### config.mk
export PLATFORM = sky130hd
export DESIGN_NAME = link_status_word_builder
export DESIGN_NICKNAME = d
export VERILOG_FILES = /design/src/rtl/link_status_pkg.sv /design/src/rtl/link_status_word_builder.sv
export SDC_FILE = /design/constraint.sdc
export NUM_CORES = 1
export LEC_CHECK = 0
export BUFFER_PORTS_ARGS = -buffer_cell sky130_fd_sc_hd__buf_2
export CELL_PAD_IN_SITES_DETAIL_PLACEMENT = 1
export CELL_PAD_IN_SITES_GLOBAL_PLACEMENT = 2
export CORE_ASPECT_RATIO = 1.75
export CORE_MARGIN = 4
export CORE_UTILIZATION = 30
export DETAILED_ROUTE_END_ITERATION = 6
export PLACE_DENSITY = 0.93
export SLEW_MARGIN = 25
export SYNTH_ARGS = -nofsm -noshare
export SYNTH_HDL_FRONTEND = slang
export SYNTH_SLANG_ARGS = --single-unit
### constraint.sdc
create_clock -name MCLK_I -period 6.25 [get_ports MCLK_I]
set_input_delay 0.625 -clock MCLK_I [delete_from_list [all_inputs] [get_ports MCLK_I]]
set_output_delay 0.625 -clock MCLK_I [all_outputs]
set_load 0.05 [all_outputs]
### src/rtl/link_status_pkg.sv
// Purpose: constants and carriers for the link status word builder
// Assumes: one clock, registers reached over a plain strobe port
// Notes:   offsets of the local register map are fixed here
// How it works
// - bit 11 shows partner 100BASE-T4 ability.
// - bit 12 shows partner 100BASE-TX full-duplex ability.
// - bit 13 shows partner 100BASE-TX half-duplex ability.
// - bit 14 shows partner 10BASE-T full-duplex ability.
// - bit 15 shows partner 10BASE-T half-duplex ability.
// - partner bits and pause field valid only with no SerDes and negotiation done.
// - bit 16 shows pause enabled for transmit.
// - bit 17 shows pause enabled for receive.
// - bits 18-19 carry the partner pause ability code.
// - bit 20 shows SerDes path in use.
// - bit 21 shows vendor link settings valid.
// - all mandatory fields are built, none left out.
// - other-indications bit 0 shows host driver running.
// - without driver status support the bit reads zero.
// - a failed PHY access during gathering gives reason code 0x6.
package link_status_pkg;

  localparam int unsigned AW = 4;

  // register word addresses
  localparam logic [AW-1:0] ADDR_LINK_WORD  = 4'h0;
  localparam logic [AW-1:0] ADDR_OTHER_WORD = 4'h1;
  localparam logic [AW-1:0] ADDR_IRQ_STAT   = 4'h2;
  localparam logic [AW-1:0] ADDR_IRQ_MASK   = 4'h3;
  localparam logic [AW-1:0] ADDR_CTRL       = 4'h4;
  localparam logic [AW-1:0] ADDR_REASON     = 4'h5;

  // link status word and other-indications word field positions
  localparam int unsigned B_T4       = 11;
  localparam int unsigned B_FAST_FD  = 12;
  localparam int unsigned B_FAST_HD  = 13;
  localparam int unsigned B_TEN_FD   = 14;
  localparam int unsigned B_TEN_HD   = 15;
  localparam int unsigned B_TX_PAUSE = 16;
  localparam int unsigned B_RX_PAUSE = 17;
  localparam int unsigned B_PAUSE_LO = 18;
  localparam int unsigned B_SERDES   = 20;
  localparam int unsigned B_OEM_OK   = 21;
  localparam int unsigned B_DRIVER   = 0;

  // control register bits
  localparam int unsigned C_DRV_SUPPORT = 0;

  // interrupt status bits
  localparam int unsigned NIRQ       = 3;
  localparam int unsigned I_CHANGE   = 0;
  localparam int unsigned I_HW_ERR   = 1;
  localparam int unsigned I_DONE     = 2;

  localparam logic [7:0]  REASON_NONE    = 8'h00;
  localparam logic [7:0]  REASON_HW_ERR  = 8'h06;
  localparam logic [31:0] WORD_ZERO      = 32'h0000_0000;
  localparam logic [NIRQ-1:0] IRQ_ZERO   = 3'h0;

  typedef struct packed {
    logic       t4;
    logic       fast_fd;
    logic       fast_hd;
    logic       ten_fd;
    logic       ten_hd;
    logic [1:0] pause;
    logic       tx_pause;
    logic       rx_pause;
    logic       serdes;
    logic       an_enable;
    logic       an_complete;
    logic       oem_valid;
    logic       driver_up;
  } phy_state_t;

  typedef struct packed {
    logic [AW-1:0] addr;
    logic [31:0]   wdata;
    logic          wr;
    logic          rd;
  } bus_req_t;

  typedef enum logic [1:0] {S_IDLE, S_GATHER, S_DONE} gather_state_t;

endpackage

### src/rtl/link_status_word_builder.sv
// Purpose: build the upper link status bits and the other-indications word
// Assumes: PHY state inputs come from other clock domains and are synchronised
// Notes:   a gather without access error captures both words; a PHY access error sets reason 0x6
//
// The implementer's own choices: the register addresses and strobed register access.
`timescale 1ns/10ps
module link_status_word_builder (
  input  wire logic                          MCLK_I,
  input  wire logic                          RSTN_I,
  input  wire link_status_pkg::phy_state_t   PHY_STATE_I,
  input  wire logic                          GATHER_I,
  input  wire logic                          PHY_ACCESS_DONE_I,
  input  wire logic                          PHY_ACCESS_ERR_I,
  input  wire logic [link_status_pkg::AW-1:0] ADDR_I,
  input  wire logic [31:0]                   WDATA_I,
  input  wire logic                          WR_I,
  input  wire logic                          RD_I,
  output logic [31:0]                        RDATA_O,
  output logic [31:0]                        LINK_WORD_O,
  output logic [31:0]                        OTHER_WORD_O,
  output logic [7:0]                         REASON_O,
  output logic                               DONE_O,
  output logic                               IRQ_O
);

  // ----------------------------------------------------------------
  // reset release and input synchronisers
  // ----------------------------------------------------------------
  logic                        rst_s1_ff;
  logic                        rst_n_ff;
  link_status_pkg::phy_state_t ph_s1_ff;
  link_status_pkg::phy_state_t ph_s2_ff;

  always_ff @(posedge MCLK_I or negedge RSTN_I) begin
    if (!RSTN_I) begin
      rst_s1_ff <= 1'b0;
      rst_n_ff  <= 1'b0;
    end else begin
      rst_s1_ff <= 1'b1;
      rst_n_ff  <= rst_s1_ff;
    end
  end

  always_ff @(posedge MCLK_I or negedge rst_n_ff) begin
    if (!rst_n_ff) begin
      ph_s1_ff <= '0;
      ph_s2_ff <= '0;
    end else begin
      ph_s1_ff <= PHY_STATE_I;
      ph_s2_ff <= ph_s1_ff;
    end
  end

  // ----------------------------------------------------------------
  // word assembly
  // ----------------------------------------------------------------
  logic        drv_support_ff;
  logic        nxt_drv_support;
  logic        partner_valid;
  logic [31:0] link_word;
  logic [31:0] other_word;

  always_comb begin
    partner_valid = !ph_s2_ff.serdes && ph_s2_ff.an_enable && ph_s2_ff.an_complete;
    link_word  = link_status_pkg::WORD_ZERO;
    other_word = link_status_pkg::WORD_ZERO;
    if (partner_valid) begin
      link_word[link_status_pkg::B_T4]      = ph_s2_ff.t4;
      link_word[link_status_pkg::B_FAST_FD] = ph_s2_ff.fast_fd;
      link_word[link_status_pkg::B_FAST_HD] = ph_s2_ff.fast_hd;
      link_word[link_status_pkg::B_TEN_FD]  = ph_s2_ff.ten_fd;
      link_word[link_status_pkg::B_TEN_HD]  = ph_s2_ff.ten_hd;
      link_word[link_status_pkg::B_PAUSE_LO +: 2] = ph_s2_ff.pause;
    end
    link_word[link_status_pkg::B_TX_PAUSE] = ph_s2_ff.tx_pause;
    link_word[link_status_pkg::B_RX_PAUSE] = ph_s2_ff.rx_pause;
    link_word[link_status_pkg::B_SERDES]   = ph_s2_ff.serdes;
    link_word[link_status_pkg::B_OEM_OK]   = ph_s2_ff.oem_valid;
    other_word[link_status_pkg::B_DRIVER]  = drv_support_ff && ph_s2_ff.driver_up;
  end

  // ----------------------------------------------------------------
  // gather sequence
  // ----------------------------------------------------------------
  link_status_pkg::gather_state_t st_ff;
  link_status_pkg::gather_state_t nxt_st;
  logic [31:0] link_ff;
  logic [31:0] nxt_link;
  logic [31:0] other_ff;
  logic [31:0] nxt_other;
  logic [7:0]  reason_ff;
  logic [7:0]  nxt_reason;
  logic        done_ff;
  logic        nxt_done;
  logic        err_ev;

  always_comb begin
    nxt_st     = st_ff;
    nxt_link   = link_ff;
    nxt_other  = other_ff;
    nxt_reason = reason_ff;
    nxt_done   = 1'b0;
    err_ev     = 1'b0;
    unique case (st_ff)
      link_status_pkg::S_IDLE: begin
        if (GATHER_I) begin
          nxt_st     = link_status_pkg::S_GATHER;
          nxt_reason = link_status_pkg::REASON_NONE;
        end
      end
      link_status_pkg::S_GATHER: begin
        if (PHY_ACCESS_ERR_I) begin
          nxt_reason = link_status_pkg::REASON_HW_ERR;
          err_ev     = 1'b1;
          nxt_st     = link_status_pkg::S_DONE;
        end else if (PHY_ACCESS_DONE_I) begin
          nxt_link  = link_word;
          nxt_other = other_word;
          nxt_st    = link_status_pkg::S_DONE;
        end
      end
      link_status_pkg::S_DONE: begin
        nxt_done = 1'b1;
        nxt_st   = link_status_pkg::S_IDLE;
      end
    endcase
  end

  always_ff @(posedge MCLK_I or negedge rst_n_ff) begin
    if (!rst_n_ff) begin
      st_ff     <= link_status_pkg::S_IDLE;
      link_ff   <= link_status_pkg::WORD_ZERO;
      other_ff  <= link_status_pkg::WORD_ZERO;
      reason_ff <= link_status_pkg::REASON_NONE;
      done_ff   <= 1'b0;
    end else begin
      st_ff     <= nxt_st;
      link_ff   <= nxt_link;
      other_ff  <= nxt_other;
      reason_ff <= nxt_reason;
      done_ff   <= nxt_done;
    end
  end

  // ----------------------------------------------------------------
  // interrupts, control and register port
  // ----------------------------------------------------------------
  logic [link_status_pkg::NIRQ-1:0] stat_ff;
  logic [link_status_pkg::NIRQ-1:0] nxt_stat;
  logic [link_status_pkg::NIRQ-1:0] mask_ff;
  logic [link_status_pkg::NIRQ-1:0] nxt_mask;
  logic [link_status_pkg::NIRQ-1:0] ev;
  logic [31:0] prev_word_ff;
  logic [31:0] rdata_ff;
  logic [31:0] nxt_rdata;
  logic        irq_ff;
  logic        nxt_irq;

  always_comb begin
    ev = link_status_pkg::IRQ_ZERO;
    ev[link_status_pkg::I_CHANGE] = (link_word != prev_word_ff);
    ev[link_status_pkg::I_HW_ERR] = err_ev;
    ev[link_status_pkg::I_DONE]   = nxt_done;
    nxt_mask        = mask_ff;
    nxt_drv_support = drv_support_ff;
    nxt_stat        = stat_ff;
    if (WR_I && ADDR_I == link_status_pkg::ADDR_IRQ_STAT) begin
      nxt_stat = stat_ff & ~WDATA_I[link_status_pkg::NIRQ-1:0];
    end
    nxt_stat = nxt_stat | ev; // set wins over clear
    if (WR_I && ADDR_I == link_status_pkg::ADDR_IRQ_MASK) begin
      nxt_mask = WDATA_I[link_status_pkg::NIRQ-1:0];
    end
    if (WR_I && ADDR_I == link_status_pkg::ADDR_CTRL) begin
      nxt_drv_support = WDATA_I[link_status_pkg::C_DRV_SUPPORT];
    end
    nxt_irq   = |(nxt_stat & nxt_mask);
    nxt_rdata = link_status_pkg::WORD_ZERO;
    if (RD_I) begin
      unique case (ADDR_I)
        link_status_pkg::ADDR_LINK_WORD:  nxt_rdata = link_ff;
        link_status_pkg::ADDR_OTHER_WORD: nxt_rdata = other_ff;
        link_status_pkg::ADDR_IRQ_STAT:   nxt_rdata[link_status_pkg::NIRQ-1:0] = stat_ff;
        link_status_pkg::ADDR_IRQ_MASK:   nxt_rdata[link_status_pkg::NIRQ-1:0] = mask_ff;
        link_status_pkg::ADDR_CTRL:
          nxt_rdata[link_status_pkg::C_DRV_SUPPORT] = drv_support_ff;
        link_status_pkg::ADDR_REASON:     nxt_rdata[7:0] = reason_ff;
        default:                          nxt_rdata = link_status_pkg::WORD_ZERO;
      endcase
    end
  end

  always_ff @(posedge MCLK_I or negedge rst_n_ff) begin
    if (!rst_n_ff) begin
      stat_ff        <= link_status_pkg::IRQ_ZERO;
      mask_ff        <= link_status_pkg::IRQ_ZERO;
      drv_support_ff <= 1'b0;
      prev_word_ff   <= link_status_pkg::WORD_ZERO;
      rdata_ff       <= link_status_pkg::WORD_ZERO;
      irq_ff         <= 1'b0;
    end else begin
      stat_ff        <= nxt_stat;
      mask_ff        <= nxt_mask;
      drv_support_ff <= nxt_drv_support;
      prev_word_ff   <= link_word;
      rdata_ff       <= nxt_rdata;
      irq_ff         <= nxt_irq;
    end
  end

  assign RDATA_O      = rdata_ff;
  assign LINK_WORD_O  = link_ff;
  assign OTHER_WORD_O = other_ff;
  assign REASON_O     = reason_ff;
  assign DONE_O       = done_ff;
  assign IRQ_O        = irq_ff;

endmodule

## Word-level counts from Yosys, hierarchy flattened

Index checks and enable logic that the tools add are counted.
W data, S select, Z words.

| word-level totals | value |
|---|---|
| register bits after elaboration | 104 |
| bits in latches | 0 |
| memory bits (writable) | 0 |
| bits in read-only memories | 0 |
| bits of input ports | 57 |
| output and inout port bits | 106 |
| word-level logic and storage cells | 88 |
| memories | 0 |

| operators by class | value |
|---|---|
| add/sub/neg operators | 0 |
| multipliers | 0 |
| div/mod/pow operators | 0 |
| magnitude comparators | 0 |
| eq/ne operators | 11 |
| shift operators | 0 |
| multiplexer cells | 19 |
| bitwise gates (word level) | 5 |
| reductions and logical operators | 14 |

Operators by type and width:

| cell | count |
|---|---|
| $mux W22 | 1 |
| $mux W8 | 2 |
| $pmux W8 S2 | 1 |
| $mux W14 | 1 |
| $pmux W2 S3 | 2 |
| $ne A11 B11 Y1 | 1 |
| $mux W5 | 2 |
| $eq A4 B2 Y1 const B | 2 |
| $eq A4 B3 Y1 const B | 2 |
| $mux W2 | 4 |
| $and A3 B3 Y3 | 2 |
| $logic_and A1 B1 Y1 | 6 |
| $mux W3 | 2 |
| $reduce_and A3 Y1 | 2 |
| $pmux W1 S5 | 1 |
| $eq A4 B1 Y1 const B | 1 |
| $logic_not A4 Y1 | 1 |
| $ne A2 B2 Y1 const B | 2 |
| $mux W1 | 3 |
| $ne A3 B3 Y1 const B | 1 |
| $not A3 Y3 | 1 |
| $or A3 B3 Y3 | 1 |
| $reduce_or A3 Y1 | 1 |
| $eq A2 B1 Y1 const B | 1 |
| 6 further kinds | 6 |

## Logic depth before layout (Yosys ltp)

Gate-level depths: netlist of run 1.

| logic depth | value |
|---|---|
| depth after elaboration | 8 |
| mapped depth | 7 |
| depth with buffers taken out | 7 |

## Worst setup path after synthesis of run 1

Ideal clock, no wire load.

| path | value |
|---|---|
| kind | in2reg |
| start point | in ADDR_I[1] in the netlist's numbering |
| end point | reg irq_ff, in the netlist IRQ_O |
| library setup time | 0.124 ns |
| data arrival time | 1.753 ns |
| data required time | 6.126 ns |
| slack | 4.373 ns |
| cell stages on the path | 5 |
| buffers on the path | 1 |
| cell sequence | buf_2 > and4bb_1 > nand2_1 > mux2_2 > a211o_1 |

| between the ends | value |
|---|---|
| elaborated cells between the ends (all ways) | 9 |
| those cells by class | eq/ne: 2; mux: 2; bitwise: 2; reduce/logical: 3 |

RTL lines:

| what | RTL line | text |
|---|---|---|
| start, declared | link_status_word_builder.sv:14 | `input wire logic [link_status_pkg::AW-1:0] ADDR_I,` |
| $eq A4 B2 Y1 | link_status_word_builder.sv:171 | `if (WR_I && ADDR_I == link_status_pkg::ADDR_IRQ_MASK) begin` |
| $logic_and A1 B1 Y1 | link_status_word_builder.sv:171 |  |
| $mux W3 | link_status_word_builder.sv:171 |  |
| via nxt_mask, one bit | link_status_word_builder.sv:151 | `logic [link_status_pkg::NIRQ-1:0] nxt_mask;` |
| $and A3 B3 Y3 | link_status_word_builder.sv:177 | `nxt_irq = \|(nxt_stat & nxt_mask);` |
| $reduce_or A3 Y1 | link_status_word_builder.sv:177 |  |
| via nxt_irq | link_status_word_builder.sv:157 | `logic nxt_irq;` |
| end signal, assigned | link_status_word_builder.sv:207 | `irq_ff <= nxt_irq;` |
| end, declared | link_status_word_builder.sv:156 | `logic irq_ff;` |

The timed path passes the listed nets, and every way through them passes these cells.
A chain may end at the register's enable or synchronous reset.

## Final worst setup path of run 1

| path | value |
|---|---|
| start point | reg st_ff[1] |
| end point | reg link_ff[20], in the netlist LINK_WORD_O[20] |

| between the ends | value |
|---|---|
| cells in the longest elaborated chain, start to end | 2 |

Ends and longest elaborated chain:

| what | RTL line | text |
|---|---|---|
| start, declared | link_status_word_builder.sv:85 | `link_status_pkg::gather_state_t st_ff;` |
| start signal, assigned | link_status_word_builder.sv:131 | `st_ff <= link_status_pkg::S_IDLE;` |
| start signal, assigned | link_status_word_builder.sv:137 | `st_ff <= nxt_st;` |
| $eq A2 B1 Y1 | link_status_word_builder.sv:104 | `unique case (st_ff)` |
| $reduce_and A3 Y1 (no line) | -- |  |
| end signal, assigned | link_status_word_builder.sv:132 | `link_ff <= link_status_pkg::WORD_ZERO;` |
| end signal, assigned | link_status_word_builder.sv:138 | `link_ff <= nxt_link;` |
| end, declared | link_status_word_builder.sv:87 | `logic [31:0] link_ff;` |

Every way passes these cells.

==> impl_metrics.json, run 1 <==
{
  "cts.sinks": 79,
  "ctsHtreeMaxLevel": 3,
  "hold_violations": 0,
  "crit_path_max_fanout": 16,
  "ff2ff_path_depth": 4,
  "grt_max_degree": 78,
  "worstPathRequired_ns": 6.45,
  "grt_remaining_overflow": 0,
  "min_period_ns": 1.98,
  "ir_drop_mv": 0.184,
  "wl_per_cell_um": 14.2,
  "finClkSkew_ns": 0.00983,
  "outcome": "finished, final reports clean",
  "ys_seq_elements": 79,
  "wl_um": 6910,
  "postCtsSetupBuffers": 0,
  "path_clk_slew_ns": 0.05,
  "r2r_start": "st_ff[1]",
  "cts_hold_buf": 0,
  "synth_area_per_cell_um2": 12.0,
  "first_global_vias": 2159,
  "cts_tree": "yes",
  "design.core.area_um2": 11200,
  "start_kind": "flip-flop",
  "clk_path_buf_depth": 2,
  "ios": 163,
  "post-route-period-util_pct": 31.7,
  "crit_arrival_ns": 2.18,
  "grt_antenna_before_repair": 0,
  "fmax_mhz": 504,
  "layout_common_cells": "78 x dfrtp_1, 77 x conb_1, 57 x buf_2",
  "drc": 0,
  "rsz0062_at_grt": "false",
  "fp-row-count": 51,
  "setup_tns_ns": 0,
  "startpoint": "st_ff[1]",
  "power_density_nw_per_um2": 394,
  "first_iter_violations": 55,
  "dr.pass1.iters": 2,
  "cts_buffers": 9,
  "die_w_um": 89.3,
  "hpwl_um": 5270,
  "hold_class": "input port to asynchronous set/reset pin",
  "area_growth_pct": 12.0,
  "fin_nets": 412,
  "grt_pass1_wl_um": 10800,
  "drive_gt1_share_pct": 23.6,
  "end_kind": "flip-flop",
  "root_buffer": "clkbuf_16",
  "clkLatencyLatePin_ns": 0.33,
  "power.leakage_nw": 1.97,
  "tightest_slew_ns": 0.760,
  "cap_viol_max_count": 0,
  "antenna_cells": 0,
  "path_class": "flip-flop to flip-flop",
  "placed_area_um2": 3600,
  "track_usage_pct": 10.7,
  "max_slew_margin_pct": 49.2,
  "vias": 2014,
  "synthesis.area_um2": 3470,
  "die_area_um2": 13400,
  "final_common_cell": "dfrtp_1",
  "start_util_pct": 30.9,
  "yosysSeqAreaShare_pct": 56.9,
  "synthCells": 290,
  "finalSetupViolCount": 0,
  "synthDistinctLibCells": 39,
  "post-route-cell-area_um2": 3890,
  "gp_congestion": 0.759,
  "detail-route-antenna-nets": 0,
  "drv_slew": 0,
  "port_buffers": 57,
  "viasPerCell": 4.13,
  "die_h_um": 150,
  "post_cts_resized": 0,
  "yosysWarnings": 0
}
## sequential cells by signal, summed over array words and instances, names as in the netlist, 2 cells and up
register and count:
prev_word_ff 11, ph_s2_ff 10, stat_ff 3, ph_s1_ff 14, link_word 4, RDATA_O 14, mask_ff 3, st_ff 2
LINK_WORD_O 11
## cells in the mapped netlist, drive strengths merged
library cell / instances / share of area, %
nor4: 1 / 0.18
xor2: 1 / 0.25
nand4bb: 1 / 0.32
a31oi: 4 / 0.72
a211o: 1 / 0.25
dfrtp: 79 / 57
a211oi: 1 / 0.36
xnor2: 9 / 2.3
and3b: 1 / 0.25
inv: 6 / 0.65
nand4b: 3 / 0.76
nand3: 5 / 0.72
a21oi: 7 / 1.0
nor2b: 3 / 0.54
nor4b: 1 / 0.25
nor2: 11 / 1.2
nand2b: 1 / 0.18
o22a: 1 / 0.25
ha: 3 / 1.1
nand3b: 6 / 1.3
buf: 79 / 17
nor4bb: 2 / 0.58
mux2: 15 / 4.9
clkbuf: 3 / 0.32
and2: 15 / 2.7
and3: 1 / 0.18
nand2: 12 / 1.3
nor3b: 1 / 0.22
conb: 2 / 0.22
o31ai: 1 / 0.22
nand4: 2 / 0.36
o32ai: 2 / 0.50
and4bb: 1 / 0.36
mux2i: 2 / 0.58
o22ai: 1 / 0.18
o21ai: 6 / 0.86
## stage by stage
step	worst slack [ns]	hold slack (ns)	util, %	instances	total power [mW]
2_1_floorplan	3.89	0.329	-	365	1.02
3_3_place_gp	4.12	0.334	32.1	472	1.06
3_5_place_dp	4.11	0.336	32.1	472	1.08
4_1_cts	4.18	0.0622	34.5	487	1.56
5_1_grt	4.07	0.0645	34.6	488	1.61
6_report	4.27	0.0807	34.6	488	1.53
## worst paths after layout
kind,to,slack [ns]
max,LINK_WORD_O[20],4.27
max in group asynchronous,LINK_WORD_O[20],5.35
min reg2reg,RDATA_O[11],0.32
min,rst_n_ff,0.08
max reg2reg,LINK_WORD_O[20],4.27
min in group MCLK_I,ph_s2_ff[12],0.35
## power breakdown
group	leakage (nW)	internal [mW]	switching [mW]
Combinational	0.868	0.0993	0.339
Sequential	0.980	0.577	0.0491
Clock	0.125	0.277	0.191
Total	1.97	0.953	0.579
## area by class of cell
type                            instances  area, µm²
Fill cell                            1284       7340
Sequential cell                        79       1980
Multi-Input combinational cell        198       1150
Timing Repair Buffer                   58        305
Clock buffer                           12        246
Tap cell                              132        165
Inverter                                6       22.5
Clock inverter                          3       20.0
## logic make-up after synthesis
logic type / share of synthesized area, %
compound gates: 4.36
xor+xnor: 2.52
fa+ha+maj: 1.08
buf+inv: 18.1
flops: 56.9
mux: 5.44
other cells: 0.216
simple gates: 11.4
## layer usage
metal / vias up / share of wire, % / track usage [%]
met4: 0 / 1.3 / 4.47
met1: 981 / 35 / 11.2
met3: 8 / 8.1 / 3.01
li1: 928 / - / -
met5: - / 0 / 0
met2: 97 / 56 / 19.5
## critical path, cell delays in order, from the launching register on
cell and delay (ns):
dfrtp_1 0.39, inv_1 0.08, ha_1 0.28, nand3b_1 0.57, mux2_1 0.53
(Power assumes the default switching activity.)
==> run 2: changes to the inputs <==
Settings changed: CORE_UTILIZATION 30 to 28, PLACE_DENSITY 0.93 to 0.89.
Clock period 6.25 ns to 1.85 ns, I/O delays scaled along.
==> impl_metrics.json, run 2 (synthesized netlist as in run 1, its figures left out) <==
{
  "grt_antenna_before_repair": 0,
  "end_kind": "flip-flop",
  "wl_um": 7170,
  "setup_tns_ns": 0,
  "fmax_mhz": 577,
  "ff2ff_path_depth": 5,
  "hpwl_um": 5190,
  "pwr-share-clk_pct": 32.7,
  "clk_path_buf_depth": 2,
  "first_iter_violations": 30,
  "seqPwrFrac_pct": 38.9,
  "start_kind": "flip-flop",
  "finalSetupViolCount": 0,
  "setup_slack_ns": 0.118,
  "dr.pass1.iters": 4,
  "outcome": "finished, final reports clean",
  "min_period_ns": 1.73,
  "whs_path_depth": 2,
  "rsz0062_at_grt": "true",
  "worstPathRequired_ns": 2.06,
  "die_area_um2": 14300,
  "cts_tree": "yes",
  "post-route-period-util_pct": 93.6,
  "die_h_um": 155,
  "track_usage_pct": 10.4,
  "area_growth_pct": 19.5,
  "root_buffer": "clkbuf_16",
  "drive_gt1_share_pct": 24.5,
  "start_util_pct": 28.8,
  "drv_slew": 0,
  "combPwrFrac_pct": 28.3,
  "p_sw_mw": 2.03,
  "gp_congestion": 0.759,
  "antenna_cells": 0,
  "wl_per_cell_um": 13.3,
  "ios": 163,
  "slowest_stage": "dfrtp_2",
  "cap_viol_max_count": 0,
  "finClkSkew_ns": 0.00871,
  "port_buffers": 57,
  "min_from": "ADDR_I[3]",
  "vias": 2088,
  "dp_slack_ns": 0.0332,
  "swShare_pct": 37.6,
  "r2r_end": "IRQ_O",
  "fp-row-count": 53,
  "fillers": 1379,
  "die_w_um": 92.2,
  "r2r_start": "link_word[20]",
  "ctsHtreeMaxLevel": 3,
  "detail-route-antenna-nets": 0,
  "power.leakage_nw": 2.07,
  "cts.sinks": 79,
  "slowest_delay_ns": 0.44,
  "p_int_mw": 3.36,
  "hold_class": "input port to flip-flop",
  "path_clk_slew_ns": 0.07,
  "crit_path_max_fanout": 7,
  "layout_common_cells": "77 x dfrtp_1, 77 x conb_1, 57 x buf_2",
  "viasPerCell": 3.87,
  "power_density_nw_per_um2": 1300,
  "drc": 0,
  "cts_buffers": 9,
  "grt_remaining_overflow": 0,
  "holdPathEnd": "RDATA_O[0]",
  "first_global_vias": 2260,
  "hold_violations": 0,
  "clkLatencyLatePin_ns": 0.33,
  "path_class": "flip-flop to flip-flop",
  "fin_nets": 430,
  "regToRegSetupSlack_ns": 0.12,
  "grt_pass1_wl_um": 11500,
  "grt_max_degree": 78,
  "design.core.area_um2": 12100,
  "ir_drop_mv": 0.570,
  "crit_arrival_ns": 1.94,
  "crit_chain": "nand4b_1, xnor2_2, a211oi_2, nand4_1, a211o_1"
}
## run 2: cell type report
cell class	count	area, µm²	share of cell area, %
multi-input cells	198	1160	28.1
repair buffers	76	478	11.5
well taps	165	206	4.97
clock buffers	10	229	5.52
flip-flops and latches	79	1980	47.8
clock inverters	6	67.6	1.63
inverters	6	22.5	0.543
## run 2: power groups by stage
stage,combinational (mW),sequential [mW],clock (mW)
after detailed placement,1.52,2.14,0
after global placement,1.48,2.12,0
after floorplan,0.872,2.56,0
after global routing,1.63,2.14,1.90
final,1.53,2.10,1.77
after CTS,1.54,2.11,1.83
## run 2: per-layer routing
layer	routed length, µm	global-route usage (%)	vias to the layer above
li1	-	-	968
met1	2650	11.3	1000
met2	3760	18.4	107
met3	567	2.95	13
met4	196	5.24	0
met5	0	0	-
## run 2: how the worst max path moves through the flow
stage / endpoint / startpoint / slack, ns
final: IRQ_O / link_word[20] / 0.12
after global routing: IRQ_O / link_word[20] / -0.03
after CTS: IRQ_O / link_word[20] / 0.02
after detailed placement: IRQ_O / link_word[20] / 0.03
after global placement: IRQ_O / link_word[20] / 0.08
after floorplan: LINK_WORD_O[20] / st_ff[1] / 0.23
## run 2: worst max-delay path, delay by kind of cell, from the launching register on
family / cells / cell delay (ns)
DFF: 1 / 0.44
xor gates and xnor gates: 1 / 0.22
AOI/OAI and AO/OA: 2 / 0.47
and+or+nand+nor: 2 / 0.48
## run 2: through the flow
| stage | util, % | hold WS, ns | instances | area [µm²] | power [mW] |
|---|---|---|---|---|---|
| after floorplan | - | -0.111 | 365 | 3760 | 3.43 |
| after global placement | 30.5 | -0.0301 | 508 | 3680 | 3.60 |
| after detailed placement | 30.5 | -0.0274 | 508 | 3680 | 3.66 |
| after CTS | 34.2 | 0.0752 | 539 | 4130 | 5.49 |
| after global routing | 34.4 | 0.0954 | 540 | 4150 | 5.66 |
| final | 34.4 | 0.102 | 540 | 4150 | 5.39 |
## run 2: what timing repair did
item | in CTS | in global routing
endpoints found under the hold margin | 16 | 0
gates resized for setup | 0 | 3
setup buffers | 0 | 1
endpoints found under the setup margin | 0 | 1
hold buffers | 15 | 0
==> run 3: changes to the inputs <==
Settings changed: CELL_PAD_IN_SITES_DETAIL_PLACEMENT 1 to 0, CELL_PAD_IN_SITES_GLOBAL_PLACEMENT 2 to 1, CORE_UTILIZATION 28 to 35.
==> impl_metrics.json, run 3 (synthesized netlist as in run 1, its figures left out) <==
{
  "gp_congestion": 0.783,
  "outcome": "finished, final reports clean",
  "multiInputGateArea_um2": 1150,
  "post-route-period-util_pct": 93.3,
  "track_usage_pct": 11.0,
  "dr.pass1.iters": 4,
  "vias": 2056,
  "min_period_ns": 1.73,
  "fp-row-count": 47,
  "wl_um": 6240,
  "drv_slew": 0,
  "dp_slack_ns": 0.107,
  "grt_max_degree": 50,
  "area_growth_pct": 16.7,
  "fin_nets": 428,
  "root_buffer": "clkbuf_16",
  "hold_class": "input port to flip-flop",
  "grt_antenna_before_repair": 0,
  "hold-worst-slack_ns": 0.0995,
  "critical_path.top_delay_family": "compound AO/OA/AOI/OAI gates",
  "slowest_stage": "dfrtp_2",
  "setup_tns_ns": 0,
  "clkLatencyLatePin_ns": 0.33,
  "path_class": "flip-flop to flip-flop",
  "wl_per_cell_um": 12.6,
  "layout_common_cells": "77 x dfrtp_1, 77 x conb_1, 57 x buf_2",
  "die_h_um": 140,
  "crit_arrival_ns": 1.94,
  "fmax_mhz": 579,
  "drc": 0,
  "cts_tree": "yes",
  "cts_buffers": 9,
  "finClkSkew_ns": 0.00545,
  "slowest_delay_ns": 0.44,
  "path_buf_inv": 0,
  "setup_slack_ns": 0.124,
  "start_util_pct": 36.2,
  "port_buffers": 57,
  "crit_chain": "nand4b_1, xnor2_1, a211oi_2, nand4_1, a211o_1",
  "cap_viol_max_count": 0,
  "viasPerCell": 4.16,
  "power_density_nw_per_um2": 1290,
  "finalSetupViolCount": 0,
  "ctsHtreeMaxLevel": 3,
  "hold_violations": 0,
  "drive_gt1_share_pct": 23.7,
  "detail-route-antenna-nets": 0,
  "power.leakage_nw": 2.05,
  "register_area_um2": 1980,
  "antenna_cells": 0,
  "design.core.area_um2": 9590,
  "worstPathRequired_ns": 2.06,
  "ir_drop_mv": 0.713,
  "hpwl_um": 4590,
  "rsz0062_at_grt": "false",
  "ios": 163,
  "start_kind": "flip-flop",
  "postCtsSetupBuffers": 0,
  "die_w_um": 83.3,
  "grt_remaining_overflow": 0,
  "fillers": 884,
  "path_clk_slew_ns": 0.06,
  "grt_pass1_wl_um": 9920,
  "crit_path_max_fanout": 8,
  "die_area_um2": 11600,
  "first_global_vias": 2073,
  "totalPowerFinal_mw": 5.24,
  "end_kind": "flip-flop",
  "clk_path_buf_depth": 2,
  "first_iter_violations": 50,
  "cts.sinks": 79
}
[run 3: repair_timing]
action	in CTS	in global routing
resized for setup	0	1
hold buffers	15	0
setup endpoints to repair	0	1
endpoints found under the hold margin	16	0
[run 3: layout make-up]
class / count / share of cell area, %
sequential: 79 / 48.9
clock buffer: 11 / 6.24
tap: 122 / 3.77
clock inverter: 4 / 0.741
timing repair buffer: 74 / 11.4
multi-input combinational: 198 / 28.4
inverter: 6 / 0.556
[run 3: worst paths after layout]
kind                               start             to  slack (ns)  cells past startpoint
max                        link_word[20]          IRQ_O        0.12                      5
min                            ADDR_I[3]     RDATA_O[0]         0.1                      2
max reg2reg                link_word[20]          IRQ_O        0.12                      5
min reg2reg                     rst_n_ff    RDATA_O[12]        0.25                      0
max in group asynchronous       rst_n_ff  link_word[20]        0.99                      1
min in group asynchronous         RSTN_I       rst_n_ff        0.17                      2
[run 3: routing by layer]
| metal | wire length, µm | track usage [%] |
|---|---|---|
| met5 | 0 | 0 |
| met4 | 145 | 6.37 |
| met3 | 628 | 4.26 |
| met2 | 3310 | 19.1 |
| met1 | 2150 | 11.0 |
[run 3: metrics by stage]
step,instance area (µm²),utilization [%],instances
2_1_floorplan,3760,-,365
3_3_place_gp,3620,37.7,464
3_5_place_dp,3620,37.7,464
4_1_cts,4050,42.3,494
5_1_grt,4050,42.3,494
6_report,4050,42.3,494
[run 3: power by group]
part	switching (mW)	internal, mW	leakage (nW)	total (mW)
Clock	0.656	0.977	0.138	1.63
Sequential	0.158	1.95	0.979	2.11
Combinational	1.14	0.360	0.935	1.50
